[config.mk]
export PLATFORM = sky130hd
export DESIGN_NAME = clock_gen_unit
export DESIGN_NICKNAME = d
export VERILOG_FILES = /design/src/common/cgu_pkg.sv /design/src/rtl/clock_divider.sv /design/src/rtl/clock_gen_unit.sv
export SDC_FILE = /design/constraint.sdc
export NUM_CORES = 1
export LEC_CHECK = 0
export BUFFER_PORTS_ARGS = -buffer_cell sky130_fd_sc_hd__buf_2
export CAP_MARGIN = 20
export CORE_MARGIN = 10
export CORE_UTILIZATION = 34
export CTS_CLUSTER_SIZE = 14
export DETAILED_ROUTE_END_ITERATION = 10
export REMOVE_ABC_BUFFERS = 1
export SYNTH_ARGS = -nofsm -noshare
export SYNTH_HDL_FRONTEND = slang
export SYNTH_HIERARCHICAL = 1
export SYNTH_SLANG_ARGS = --single-unit
[constraint.sdc]
create_clock -name clock -period 5.2 [get_ports clock]
set_input_delay 0.52 -clock clock [delete_from_list [all_inputs] [get_ports clock]]
set_output_delay 0.52 -clock clock [all_outputs]
set_load 0.1 [all_outputs]
[src/common/cgu_pkg.sv]
// Constants shared by the clock generation unit
package cgu_pkg;
	// AXI4-Lite register byte offsets
	localparam logic [7:0] ctrl_offset     = 8'h00;
	localparam logic [7:0] divider_offset  = 8'h04;
	localparam logic [7:0] gate_offset     = 8'h08;
	localparam logic [7:0] power_offset    = 8'h0C;
	localparam logic [7:0] status_offset   = 8'h10;
	// Control register fields
	localparam int ctrl_osc_disconnect_bit = 0;
	localparam int ctrl_vco_bypass_bit     = 1;
	localparam int ctrl_ext_osc_bit        = 2;
	localparam int ctrl_toggle_latch_bit   = 3;
	localparam int ctrl_clock_output_pin_sel_lsb     = 4;
	// Divider register fields
	localparam int div_feedback_divider_select_lsb            = 0;
	localparam int div_slowdown_lsb        = 8;
	// Status fields
	localparam int stat_osc_fail_bit       = 0;
	localparam int stat_lock_fail_bit      = 1;
	localparam int stat_mode_lsb           = 2;
	localparam int stat_power_lsb          = 4;
	// Reset values
	localparam logic [7:0] feedback_divider_select_reset      = 8'h10;
	localparam logic [3:0] slowdown_reset  = 4'h1;
	localparam logic [2:0] gate_reset      = 3'h7;
	// Fixed divide factors
	localparam int p_factor                = 1;
	localparam int k_factor                = 2;
	localparam int core_ratio              = 3;
	// Loss detection window in cycles of the clock input
	localparam int osc_watch_cycles        = 64;
	localparam logic [1:0] axi_okay        = 2'b00;
	localparam logic [1:0] axi_slverr      = 2'b10;
	typedef enum logic [1:0] {mode_pll, mode_prescaler, mode_pll_base} clk_mode_t;
	typedef enum logic [1:0] {pwr_active, pwr_idle, pwr_slowdown, pwr_powerdown} power_t;
endpackage

[src/rtl/clock_divider.sv]
// Programmable clock enable divider, reloads only at period end
`timescale 1ns/1ps
`default_nettype none
module clock_divider
#(
	parameter int width = 8
)
(
	input  wire logic             clock,
	input  wire logic             rst,
	input  wire logic             tick_in,
	input  wire logic [width-1:0] divide,
	output logic                  tick_out
);
	initial
	begin
		if (width < 2)
			$error("clock_divider width too small");
	end
	logic [width-1:0] count_q;
	logic [width-1:0] limit_q;
	logic             out_q;
	always_ff @(posedge clock)
	begin
		if (rst)
		begin
			count_q <= '0;
			limit_q <= '0;
			out_q   <= 1'b0;
		end
		else
		begin
			out_q <= 1'b0;
			if (tick_in)
			begin
				// New factor only taken at a period boundary: no short pulse
				if (count_q >= limit_q)
				begin
					count_q <= '0;
					limit_q <= (divide == '0) ? '0 : divide - 1'b1;
					out_q   <= 1'b1;
				end
				else
					count_q <= count_q + 1'b1;
			end
		end
	end
	assign tick_out = out_q;
endmodule
`default_nettype wire

[src/rtl/clock_gen_unit.sv]
// Clock generation unit: mode select, dividers, gating, loss detection
//
// Chosen here: the AXI4-Lite slave port and the register offsets.
`timescale 1ns/1ps
`default_nettype none
module clock_gen_unit
	import cgu_pkg::*;
#(
	parameter int feedback_divider_select_width = 8,
	parameter int slow_width = 4
)
(
	input  wire logic        clock,
	input  wire logic        rst,
	input  wire logic        watchdog_rst,
	input  wire logic        osc_tick_int,
	input  wire logic        osc_tick_ext,
	input  wire logic        vco_tick,
	input  wire logic        vco_base_tick,
	input  wire logic        pll_locked,
	input  wire logic        wake_irq,
	output logic             sys_tick,
	output logic             cpu_clock,
	output logic             periph_clock,
	output logic             fast_capture_clock,
	output logic             flash_fast_clock,
	output logic             clock_output_pin,
	output logic             osc_enable,
	output logic             pll_enable,
	output logic             ext_osc_select,
	output logic [feedback_divider_select_width-1:0] feedback_divider_select,
	input  wire logic        s_axi_awvalid,
	output logic             s_axi_awready,
	input  wire logic [7:0]  s_axi_awaddr,
	input  wire logic        s_axi_wvalid,
	output logic             s_axi_wready,
	input  wire logic [31:0] s_axi_wdata,
	input  wire logic [3:0]  s_axi_wstrb,
	output logic             s_axi_bvalid,
	input  wire logic        s_axi_bready,
	output logic [1:0]       s_axi_bresp,
	input  wire logic        s_axi_arvalid,
	output logic             s_axi_arready,
	input  wire logic [7:0]  s_axi_araddr,
	output logic             s_axi_rvalid,
	input  wire logic        s_axi_rready,
	output logic [31:0]      s_axi_rdata,
	output logic [1:0]       s_axi_rresp
);
	initial
	begin
		if (feedback_divider_select_width > 8 || feedback_divider_select_width < 5 || slow_width > 8 || slow_width < 2)
			$error("clock_gen_unit width out of range");
	end

	// Control state
	logic                  osc_disconnect_q;
	logic                  vco_bypass_q;
	logic                  ext_osc_q;
	logic                  toggle_latch_enable_q;
	logic [1:0]            clock_output_pin_sel_q;
	logic [feedback_divider_select_width-1:0] feedback_divider_select_q;
	logic [slow_width-1:0] slowdown_divider_q;
	logic [2:0]            gate_q;
	power_t                power_q;
	logic                  osc_fail_q;
	logic                  lock_fail_q;
	clk_mode_t             mode_q;
	logic                  any_rst;
	assign any_rst = rst | watchdog_rst;

	// Synchronised asynchronous inputs
	logic [1:0] osc_int_s, osc_ext_s, vco_s, base_s, lock_s;
	always_ff @(posedge clock)
	begin
		osc_int_s <= {osc_int_s[0], osc_tick_int};
		osc_ext_s <= {osc_ext_s[0], osc_tick_ext};
		vco_s     <= {vco_s[0], vco_tick};
		base_s    <= {base_s[0], vco_base_tick};
		lock_s    <= {lock_s[0], pll_locked};
	end
	logic osc_lvl, osc_prev_q, vco_prev_q, base_prev_q;
	logic osc_edge, vco_edge, base_edge;
	assign osc_lvl = ext_osc_q ? osc_ext_s[1] : osc_int_s[1];
	always_ff @(posedge clock)
	begin
		osc_prev_q  <= osc_lvl;
		vco_prev_q  <= vco_s[1];
		base_prev_q <= base_s[1];
	end
	assign osc_edge  = osc_lvl & ~osc_prev_q;
	assign vco_edge  = vco_s[1] & ~vco_prev_q;
	assign base_edge = base_s[1] & ~base_prev_q;

	// AXI4-Lite slave
	logic       aw_held_q, w_held_q;
	logic [7:0] awaddr_q;
	logic [31:0] wdata_q;
	logic       do_write;
	assign s_axi_awready = ~aw_held_q & ~s_axi_bvalid;
	assign s_axi_wready  = ~w_held_q & ~s_axi_bvalid;
	assign do_write      = aw_held_q & w_held_q & ~s_axi_bvalid;
	always_ff @(posedge clock)
	begin
		if (rst)
		begin
			aw_held_q    <= 1'b0;
			w_held_q     <= 1'b0;
			awaddr_q     <= '0;
			wdata_q      <= '0;
			s_axi_bvalid <= 1'b0;
			s_axi_bresp  <= axi_okay;
		end
		else
		begin
			if (s_axi_awvalid && s_axi_awready)
			begin
				aw_held_q <= 1'b1;
				awaddr_q  <= s_axi_awaddr;
			end
			if (s_axi_wvalid && s_axi_wready)
			begin
				w_held_q <= 1'b1;
				wdata_q  <= s_axi_wdata & {{8{s_axi_wstrb[3]}}, {8{s_axi_wstrb[2]}},
					{8{s_axi_wstrb[1]}}, {8{s_axi_wstrb[0]}}};
			end
			if (do_write)
			begin
				aw_held_q    <= 1'b0;
				w_held_q     <= 1'b0;
				s_axi_bvalid <= 1'b1;
				s_axi_bresp  <= (awaddr_q == ctrl_offset || awaddr_q == divider_offset ||
					awaddr_q == gate_offset || awaddr_q == power_offset ||
					awaddr_q == status_offset) ? axi_okay : axi_slverr;
			end
			else if (s_axi_bready)
				s_axi_bvalid <= 1'b0;
		end
	end

	// Oscillator and PLL settings: only power-on reset clears them
	always_ff @(posedge clock)
	begin
		if (rst)
		begin
			osc_disconnect_q      <= 1'b0;
			vco_bypass_q          <= 1'b0;
			ext_osc_q             <= 1'b0;
			toggle_latch_enable_q <= 1'b0;
			clock_output_pin_sel_q          <= '0;
			feedback_divider_select_q                <= feedback_divider_select_reset[feedback_divider_select_width-1:0];
			slowdown_divider_q    <= slowdown_reset[slow_width-1:0];
		end
		else if (do_write && awaddr_q == ctrl_offset)
		begin
			osc_disconnect_q      <= wdata_q[ctrl_osc_disconnect_bit];
			vco_bypass_q          <= wdata_q[ctrl_vco_bypass_bit];
			ext_osc_q             <= wdata_q[ctrl_ext_osc_bit];
			toggle_latch_enable_q <= wdata_q[ctrl_toggle_latch_bit];
			clock_output_pin_sel_q          <= wdata_q[ctrl_clock_output_pin_sel_lsb +: 2];
		end
		else if (do_write && awaddr_q == divider_offset)
		begin
			feedback_divider_select_q             <= wdata_q[div_feedback_divider_select_lsb +: feedback_divider_select_width];
			slowdown_divider_q <= wdata_q[div_slowdown_lsb +: slow_width];
		end
	end

	// Module gates and power mode, reset to all gates on and active by every reset
	always_ff @(posedge clock)
	begin
		if (any_rst)
		begin
			gate_q  <= gate_reset;
			power_q <= pwr_active;
		end
		else
		begin
			if (do_write && awaddr_q == gate_offset)
				gate_q <= wdata_q[2:0];
			if (power_q == pwr_idle && wake_irq)
				power_q <= pwr_active;
			else if (do_write && awaddr_q == power_offset)
			begin
				// Saving modes only entered from active; a write of active is taken from any mode
				if (power_q == pwr_active || wdata_q[1:0] == 2'b00)
					power_q <= power_t'(wdata_q[1:0]);
			end
		end
	end

	// Mode decode; taken only at a system tick so the switch lands on a period edge
	clk_mode_t mode_d;
	always_comb
	begin
		if (osc_disconnect_q)
			mode_d = mode_pll_base;
		else if (vco_bypass_q)
			mode_d = mode_prescaler;
		else
			mode_d = mode_pll;
	end

	// System tick source. VCO runs at osc*N/P; base VCO free-running.
	logic src_tick;
	always_comb
	begin
		unique case (mode_q)
			mode_pll:       src_tick = vco_edge;
			mode_prescaler: src_tick = osc_edge;
			mode_pll_base:  src_tick = base_edge;
			default:        src_tick = osc_edge;
		endcase
	end

	logic [1:0] k_count_q;
	logic       sys_q;
	always_ff @(posedge clock)
	begin
		if (rst)
		begin
			k_count_q <= '0;
			sys_q     <= 1'b0;
			mode_q    <= mode_pll;
		end
		else
		begin
			sys_q <= 1'b0;
			if (power_q == pwr_powerdown)
				k_count_q <= '0;
			else if (src_tick)
			begin
				// Fixed K divide, P is one so no input prescale stage
				if (k_count_q == 2'(k_factor * p_factor - 1))
				begin
					k_count_q <= '0;
					sys_q     <= 1'b1;
					mode_q    <= mode_d;
				end
				else
					k_count_q <= k_count_q + 1'b1;
			end
		end
	end
	assign sys_tick         = sys_q;
	assign flash_fast_clock = sys_q;

	// Core clock at one third of system
	logic [1:0] core_count_q;
	logic       core_q;
	always_ff @(posedge clock)
	begin
		if (rst)
		begin
			core_count_q <= '0;
			core_q       <= 1'b0;
		end
		else
		begin
			core_q <= 1'b0;
			if (sys_q)
			begin
				if (core_count_q == 2'(core_ratio - 1))
				begin
					core_count_q <= '0;
					core_q       <= 1'b1;
				end
				else
					core_count_q <= core_count_q + 1'b1;
			end
		end
	end

	// Shared slow-down divider for CPU and peripherals
	logic slow_tick;
	logic [slow_width-1:0] slow_factor;
	assign slow_factor = (power_q == pwr_slowdown) ? slowdown_divider_q : slow_width'(1);
	clock_divider #(.width(slow_width)) slow_div
	(
		.clock    (clock),
		.rst      (rst),
		.tick_in  (core_q),
		.divide   (slow_factor),
		.tick_out (slow_tick)
	);

	// Output gating per module
	logic running;
	assign running            = power_q != pwr_powerdown;
	assign cpu_clock          = slow_tick & running & (power_q != pwr_idle);
	assign periph_clock       = slow_tick & running & gate_q[0];
	assign fast_capture_clock = slow_tick & running & gate_q[1];
	assign osc_enable         = running;
	// VCO stays on until a switch to prescaler has landed; the tick that moves the mode may need it
	assign pll_enable         = running & ~(mode_q == mode_prescaler && mode_d == mode_prescaler);
	assign ext_osc_select     = ext_osc_q;
	assign feedback_divider_select = feedback_divider_select_q;

	// Clock output pin with optional toggle stage
	logic out_src, clock_output_pin_q, toggle_q;
	always_comb
	begin
		unique case (clock_output_pin_sel_q)
			2'd0:    out_src = sys_q;
			2'd1:    out_src = core_q;
			2'd2:    out_src = osc_edge;
			default: out_src = slow_tick;
		endcase
	end
	always_ff @(posedge clock)
	begin
		if (rst)
		begin
			toggle_q <= 1'b0;
			clock_output_pin_q <= 1'b0;
		end
		else
		begin
			if (out_src)
				toggle_q <= ~toggle_q;
			clock_output_pin_q <= toggle_latch_enable_q ? toggle_q : out_src;
		end
	end
	assign clock_output_pin = clock_output_pin_q & gate_q[2];

	// Oscillator run and lock watch
	logic [6:0] osc_watch_q;
	always_ff @(posedge clock)
	begin
		if (rst)
		begin
			osc_watch_q <= '0;
			osc_fail_q  <= 1'b0;
			lock_fail_q <= 1'b0;
		end
		else
		begin
			if (osc_edge || !running)
				osc_watch_q <= '0;
			else if (osc_watch_q != 7'(osc_watch_cycles))
				osc_watch_q <= osc_watch_q + 1'b1;
			// Set wins over software clear
			if (running && osc_watch_q == 7'(osc_watch_cycles - 1))
				osc_fail_q <= 1'b1;
			else if (do_write && awaddr_q == status_offset && wdata_q[stat_osc_fail_bit])
				osc_fail_q <= 1'b0;
			if (running && mode_q == mode_pll && !lock_s[1])
				lock_fail_q <= 1'b1;
			else if (do_write && awaddr_q == status_offset && wdata_q[stat_lock_fail_bit])
				lock_fail_q <= 1'b0;
		end
	end

	// Read channel
	logic [31:0] rdata_d;
	always_comb
	begin
		rdata_d = '0;
		unique case (s_axi_araddr)
			ctrl_offset:    rdata_d[5:0] = {clock_output_pin_sel_q, toggle_latch_enable_q, ext_osc_q,
				vco_bypass_q, osc_disconnect_q};
			divider_offset:
			begin
				rdata_d[div_feedback_divider_select_lsb +: feedback_divider_select_width]     = feedback_divider_select_q;
				rdata_d[div_slowdown_lsb +: slow_width] = slowdown_divider_q;
			end
			gate_offset:    rdata_d[2:0] = gate_q;
			power_offset:   rdata_d[1:0] = power_q;
			status_offset:
			begin
				rdata_d[stat_osc_fail_bit]    = osc_fail_q;
				rdata_d[stat_lock_fail_bit]   = lock_fail_q;
				rdata_d[stat_mode_lsb +: 2]   = mode_q;
				rdata_d[stat_power_lsb +: 2]  = power_q;
			end
			default:        rdata_d = '0;
		endcase
	end
	logic rd_ok;
	assign rd_ok = s_axi_araddr == ctrl_offset || s_axi_araddr == divider_offset ||
		s_axi_araddr == gate_offset || s_axi_araddr == power_offset || s_axi_araddr == status_offset;
	assign s_axi_arready = ~s_axi_rvalid;
	always_ff @(posedge clock)
	begin
		if (rst)
		begin
			s_axi_rvalid <= 1'b0;
			s_axi_rdata  <= '0;
			s_axi_rresp  <= axi_okay;
		end
		else if (s_axi_arvalid && s_axi_arready)
		begin
			s_axi_rvalid <= 1'b1;
			s_axi_rdata  <= rdata_d;
			s_axi_rresp  <= rd_ok ? axi_okay : axi_slverr;
		end
		else if (s_axi_rready)
			s_axi_rvalid <= 1'b0;
	end
endmodule
`default_nettype wire

* Word level (Yosys, flattened, before mapping)
Cells that the tools add are included.
** Cells by class
- Shift-type cells :: 0
- Div/mod/pow operators :: 0
- Reduce and logical (&&, ||, !) cells :: 49
- Multipliers :: 0
- Order comparisons :: 1
- Bitwise gates (word level) :: 29
- Add/sub/neg operators :: 5
- Equal/unequal tests :: 22
- Multiplexer cells :: 28
** Operators with widths (count)
- $eq A8 B4 Y1 const B :: 4
- $eq A8 B3 Y1 const B :: 2
- $eq A8 B5 Y1 const B :: 2
- $logic_not A8 Y1 :: 2
- $logic_and A1 B1 Y1 :: 15
- $mux W1 :: 14
- $not A1 Y1 :: 14
- $and A1 B1 Y1 :: 13
- $and A12 B12 Y12 :: 1
- $mux W4 :: 3
- $reduce_or A2 Y1 :: 6
- $eq A2 B1 Y1 const B :: 5
- $eq A2 B2 Y1 const B :: 5
- $logic_or A1 B1 Y1 :: 10
- $mux W2 :: 5
- $pmux W2 S5 :: 1
- $pmux W3 S3 :: 1
- $logic_not A2 Y1 :: 4
- $reduce_bool A2 Y1 :: 4
- $add A7 B1 Y7 const B :: 1
- $eq A7 B6 Y1 const B :: 1
- $ne A7 B7 Y1 const B :: 1
- $mux W6 :: 1
- $reduce_and A2 Y1 :: 3
- other kinds (14) :: 16
** Storage, ports and cells
- Logic and storage cells :: 173
- ROM bits :: 0
- Input port bits :: 66
- Bits in latches :: 0
- Output and inout port bits :: 58
- Memory bits (writable) :: 0
- Bits in registers :: 104
- Memories :: 0

* Depth between registers and ports, before layout
- Depth in word-level cells :: 6
- Mapped depth :: 7
- Mapped depth without buffers :: 6

* By module
Netlist, hierarchy kept.
** By module, submodules not included
- clock_gen_unit :: times used 1, seq. area each 1861.8 um^2, cells each 430, area an instance 3892.5 um^2
- clock_divider :: times used 1, seq. area each 180.2 um^2, cells each 59, area an instance 548.0 um^2

* Worst setup path after synthesis
Ideal clock, no wire load.
- Path type :: register to register
- Start point :: reg s_axi_bvalid
- End point :: reg wdata_q[0]
- Period minus slack after synthesis :: 3046 ps
- Stages on the path, launching flop included :: 6
- Setup slack :: 2154 ps
- Setup time :: 71 ps
- Buffers on the path :: 1
- Data arrival time :: 2975 ps
- Required time :: 5129 ps
- Cells stage by stage :: dfxtp_1 -> nor2_1 -> and2_1 -> clkbuf_1 -> nand3_1 -> a21oi_1
** Between the ends
- Cells in the longest elaborated chain, start to end :: 3
** RTL lines
- from (decl) :: RTL line clock_gen_unit.sv:39 : output logic s_axi_bvalid,
- from (signal assigned) :: RTL line clock_gen_unit.sv:111 : s_axi_bvalid <= 1'b0;
- from (signal assigned) :: RTL line clock_gen_unit.sv:131 : s_axi_bvalid <= 1'b1;
- from (signal assigned) :: RTL line clock_gen_unit.sv:137 : s_axi_bvalid <= 1'b0;
- $not A1 Y1 :: RTL line clock_gen_unit.sv:101 : assign s_axi_wready = ~w_held_q & ~s_axi_bvalid;
- $and A1 B1 Y1 :: RTL line clock_gen_unit.sv:101
- named net s_axi_wready :: RTL line clock_gen_unit.sv:36 : output logic s_axi_wready,
- $logic_and A1 B1 Y1 :: RTL line clock_gen_unit.sv:121 : if (s_axi_wvalid && s_axi_wready)
- to (signal assigned) :: RTL line clock_gen_unit.sv:124 : wdata_q <= s_axi_wdata & {{8{s_axi_wstrb[3]}}, {8{s_axi_wstrb[2]}},
- to (decl) :: RTL line clock_gen_unit.sv:98 : logic [31:0] wdata_q;
The timed path passes the listed nets, and every way through them passes these cells.
A chain may end at the register's enable or synchronous reset.

* Worst setup path after layout
- Start point :: reg power_q[0]
- End point :: out fast_capture_clock
** Between the ends
- Cells in the longest elaborated chain, start to end :: 3
** RTL lines
- from (decl) :: RTL line clock_gen_unit.sv:65 : power_t power_q;
- from (signal assigned) :: RTL line clock_gen_unit.sv:175 : power_q <= pwr_active;
- from (signal assigned) :: RTL line clock_gen_unit.sv:182 : power_q <= pwr_active;
- from (signal assigned) :: RTL line clock_gen_unit.sv:187 : power_q <= power_t'(wdata_q[1:0]);
- $ne A2 B2 Y1 :: RTL line clock_gen_unit.sv:289 : assign running = power_q != pwr_powerdown;
- $and A1 B1 Y1 (2 in series) :: RTL line clock_gen_unit.sv:292 : assign fast_capture_clock = slow_tick & running & gate_q[1];
- to (decl) :: RTL line clock_gen_unit.sv:25 : output logic fast_capture_clock,
Every way passes these cells.

==> impl_metrics.json <==
{
  "grt_use_total_pct": 12.1,
  "rsz0062_at_grt": "no",
  "syn_avg_cell_area_um2": 9.08,
  "outcome": "finished clean",
  "setup_slack_ns": 2.87,
  "p_switching_w": 0.000478,
  "critPathMaxFanout": 9,
  "placementRows": 41,
  "synth_xor_area_share_pct": 1.38,
  "finalSetupViolCount": 0,
  "grt_antenna_before_repair": 0,
  "die_h_um": 134,
  "critPathLaunchType": "flop",
  "fin_setup_tns_ns": 0,
  "wl_mm": 11.0,
  "io_buffers": 79,
  "hpwl_mm": 8.45,
  "first_global_vias": 3619,
  "worst_pin_slew_ns": 0.770,
  "yosys.area_share.adder_pct": 1.97,
  "dp_slack_ns": 2.82,
  "pwr-share-comb_pct": 12.7,
  "slew_headroom_pct": 48.7,
  "powerDensity_nw_per_um2": 332,
  "h-tree-depth": 3,
  "switching_share_pct": 27.7,
  "grt.overflow.total": 0,
  "cts-root-buf": "clkbuf_16",
  "cts_buffer_depth": 2,
  "cts_setup_buffers": 0,
  "numCtsBuffers": 9,
  "cts.sinks": 102,
  "min_period_over_period_pct": 44.8,
  "fin_nets": 631,
  "synth_simple_gate_area_share_pct": 22.3,
  "end_kind": "output port",
  "required_ns": 4.68,
  "cts_hold_buf": 0,
  "period_needed_ns": 2.33,
  "wl_per_cell_um": 15.0,
  "synth.area.mux_share_pct": 7.78,
  "placed_cell_area_um2": 4870,
  "yosysSeqAreaShare_pct": 46.0,
  "synthesis.area_um2": 4440,
  "fin_area_um2": 5180,
  "clk_pin_slew_ns": 0.07,
  "startpoint": "power_q[0]",
  "yosysWarnings": 6,
  "finish.utilization_pct": 40.8,
  "worstPathArrival_ns": 1.81,
  "initial_core_util_pct": 34.9,
  "ys_ff_latch": 102,
  "intPower_w": 0.00125,
  "fin_skew_ns": 0.00530,
  "area_growth_pct": 16.8,
  "worstHoldStart": "vco_tick",
  "power_frac_clock_pct": 39.7,
  "hold_path_class": "in -> reg",
  "place.gp.congestion": 0.755,
  "timing.rr.start": "power_q[1]",
  "synth.distinct_cells": 59,
  "clk_latency_ns": 0.35,
  "synth_top_family_by_area": "simple AND/OR/NAND/NOR gates",
  "slew_violations": 0,
  "core_area_um2": 12700,
  "drt_iter0_drc": 186,
  "vias": 3560,
  "cts_resized": 0,
  "grt_max_degree": 41,
  "cts_tree": "done",
  "antenna_cells": 0,
  "die-area_um2": 18000,
  "critPathKind": "reg -> out",
  "cap_violations": 0,
  "power.leakage_nw": 2.05,
  "ir_drop_mv": 0.152,
  "fmax_ghz": 0.429,
  "ios": 124,
  "via_per_inst": 4.84,
  "synth_edf_count": 0,
  "grt_pass1_wl_mm": 17.7,
  "ys_async_sr_fraction_pct": 0,
  "synthCells": 489,
  "layout-drive-gt1-share_pct": 19.2,
  "die_x_um": 134,
  "synthFlopType": "dfxtp_1",
  "drc": 0,
  "p_seq_share_pct": 47.6,
  "hold_viol_final": 0,
  "dr.pass1.iters": 4,
  "ant_nets": 0,
  "synth_compound_gate_area_share_pct": 13.1
}
==> Yosys cell counts (2+ instances only) <==
cell type  count  area, um2
buf_6          2       22.5
inv_1         16       60.1
or3_1          3       18.8
mux2i_1       33        330
a21o_1         3       22.5
nand4_1        2       12.5
nor2b_1        8       50.1
nand3b_1       3       22.5
clkbuf_1      18       67.6
o211ai_1       2       15.0
nand2_1       56        210
o31ai_1        2       15.0
a211oi_1       4       30.0
and3_1         2       12.5
nor4b_1        3       26.3
o21ai_0       11       55.1
nor4_4         3       63.8
o31a_1         2       17.5
nand2b_1       4       25.0
xor2_1         3       26.3
nor4_1         2       12.5
buf_4         23        173
dfxtp_1      102       2040
nor4bb_1       2       20.0
nor3_1        10       50.1
nor4_2         2       25.0
nor2_1        49        184
o2111ai_1      3       26.3
o21a_1         3       22.5
xnor2_1        4       35.0
and2_1         7       43.8
o2bb2ai_1      3       26.3
nand3_1       21        105
a21oi_1       40        200
or4_1          3       22.5
ha_1           7       87.6
a22oi_1        6       45.0
==> cell families after synthesis <==
kind of cell / count (synthesis)
AO/OA/AOI/OAI: 89
XOR/XNOR: 7
adder cells (fa/ha/maj): 7
buffers and inverters: 61
flip-flops: 102
multiplexers: 34
other: 1
AND/OR/NAND/NOR: 188
==> layout make-up <==
cell class / count / area, um2
Multi-Input combinational cell: 347 / 2150
Clock inverter: 3 / 42.5
Fill cell: 1302 / 7540
Tap cell: 172 / 215
Inverter: 17 / 63.8
Timing Repair Buffer: 81 / 414
Sequential cell: 102 / 2040
Clock buffer: 13 / 260
==> power groups by stage <==
stage | Clock [W] | Combinational (W) | Sequential (W)
2_1_floorplan | 0 | 0.000150 | 0.000852
3_3_place_gp | 0 | 0.000217 | 0.000838
3_5_place_dp | 0 | 0.000219 | 0.000839
4_1_cts | 0.000698 | 0.000220 | 0.000821
5_1_grt | 0.000726 | 0.000234 | 0.000824
6_report | 0.000684 | 0.000219 | 0.000821
==> registers in the layout, summed over array words and instances, names as in the netlist, 2 cells and up <==
signal	cells
clock_output_pin_sel_q	2
core_count_q	2
osc_ext_s	2
awaddr_q	8
k_count_q	2
vco_s	2
wdata_q	12
s_axi_rdata	12
slow_div/limit_q	4
lock_s	2
slow_div/count_q	4
gate_q	3
feedback_divider_select	8
osc_int_s	2
osc_watch_q	7
base_s	2
mode_q	2
slowdown_divider_q	4
power_q	2
==> critical path, stage by stage (launching register included) <==
cell and delay [ns]:
dfxtp_1 0.55, and2_1 0.28, inv_1 0.10, and3_1 0.22, buf_2 0.30
==> layout by cell type, fill, tap and decap left out, types with 3 or more instances in the layout <==
master,n
dfxtp_1,102
buf_2,79
nand2_1,56
nor2_1,49
a21oi_1,40
mux2i_1,33
conb_1,22
nand3_1,21
inv_1,16
o21ai_0,11
nor3_1,10
clkbuf_16,9
nor2b_1,8
and2_1,7
ha_1,7
a22oi_1,6
nand2b_1,4
a211oi_1,4
xnor2_1,4
or4_1,3
nor4_4,3
o21a_1,3
nand3b_1,3
nor4b_1,3
or3_1,3
xor2_1,3
o2bb2ai_1,3
a21o_1,3
o2111ai_1,3
==> per-stage QoR <==
stage | power (W) | hold slack, ns | std cells
after detailed placement | 0.00106 | 0.313 | 718
after global routing | 0.00178 | 0.267 | 735
after floorplan | 0.00100 | 0.310 | 466
final | 0.00172 | 0.277 | 735
after CTS | 0.00174 | 0.265 | 734
after global placement | 0.00105 | 0.313 | 718
==> final timing paths <==
| check | to | slack (ns) | depth (start not counted) |
|---|---|---|---|
| setup / recovery | fast_capture_clock | 2.87 | 4 |
| hold / removal | vco_s[0] | 0.28 | 1 |
| hold reg to reg | base_s[1] | 0.33 | 0 |
| setup reg to reg | slow_div/limit_q[2] | 3.16 | 6 |
==> per-layer routing <==
layer | up-vias | track usage (%) | wire, um
met5 | - | 0 | 0
met4 | 0 | 5.44 | 228
met3 | 15 | 3.44 | 677
met2 | 89 | 19.7 | 5000
met1 | 1661 | 14.4 | 5140
li1 | 1795 | - | -
(Power assumes the default switching activity.)
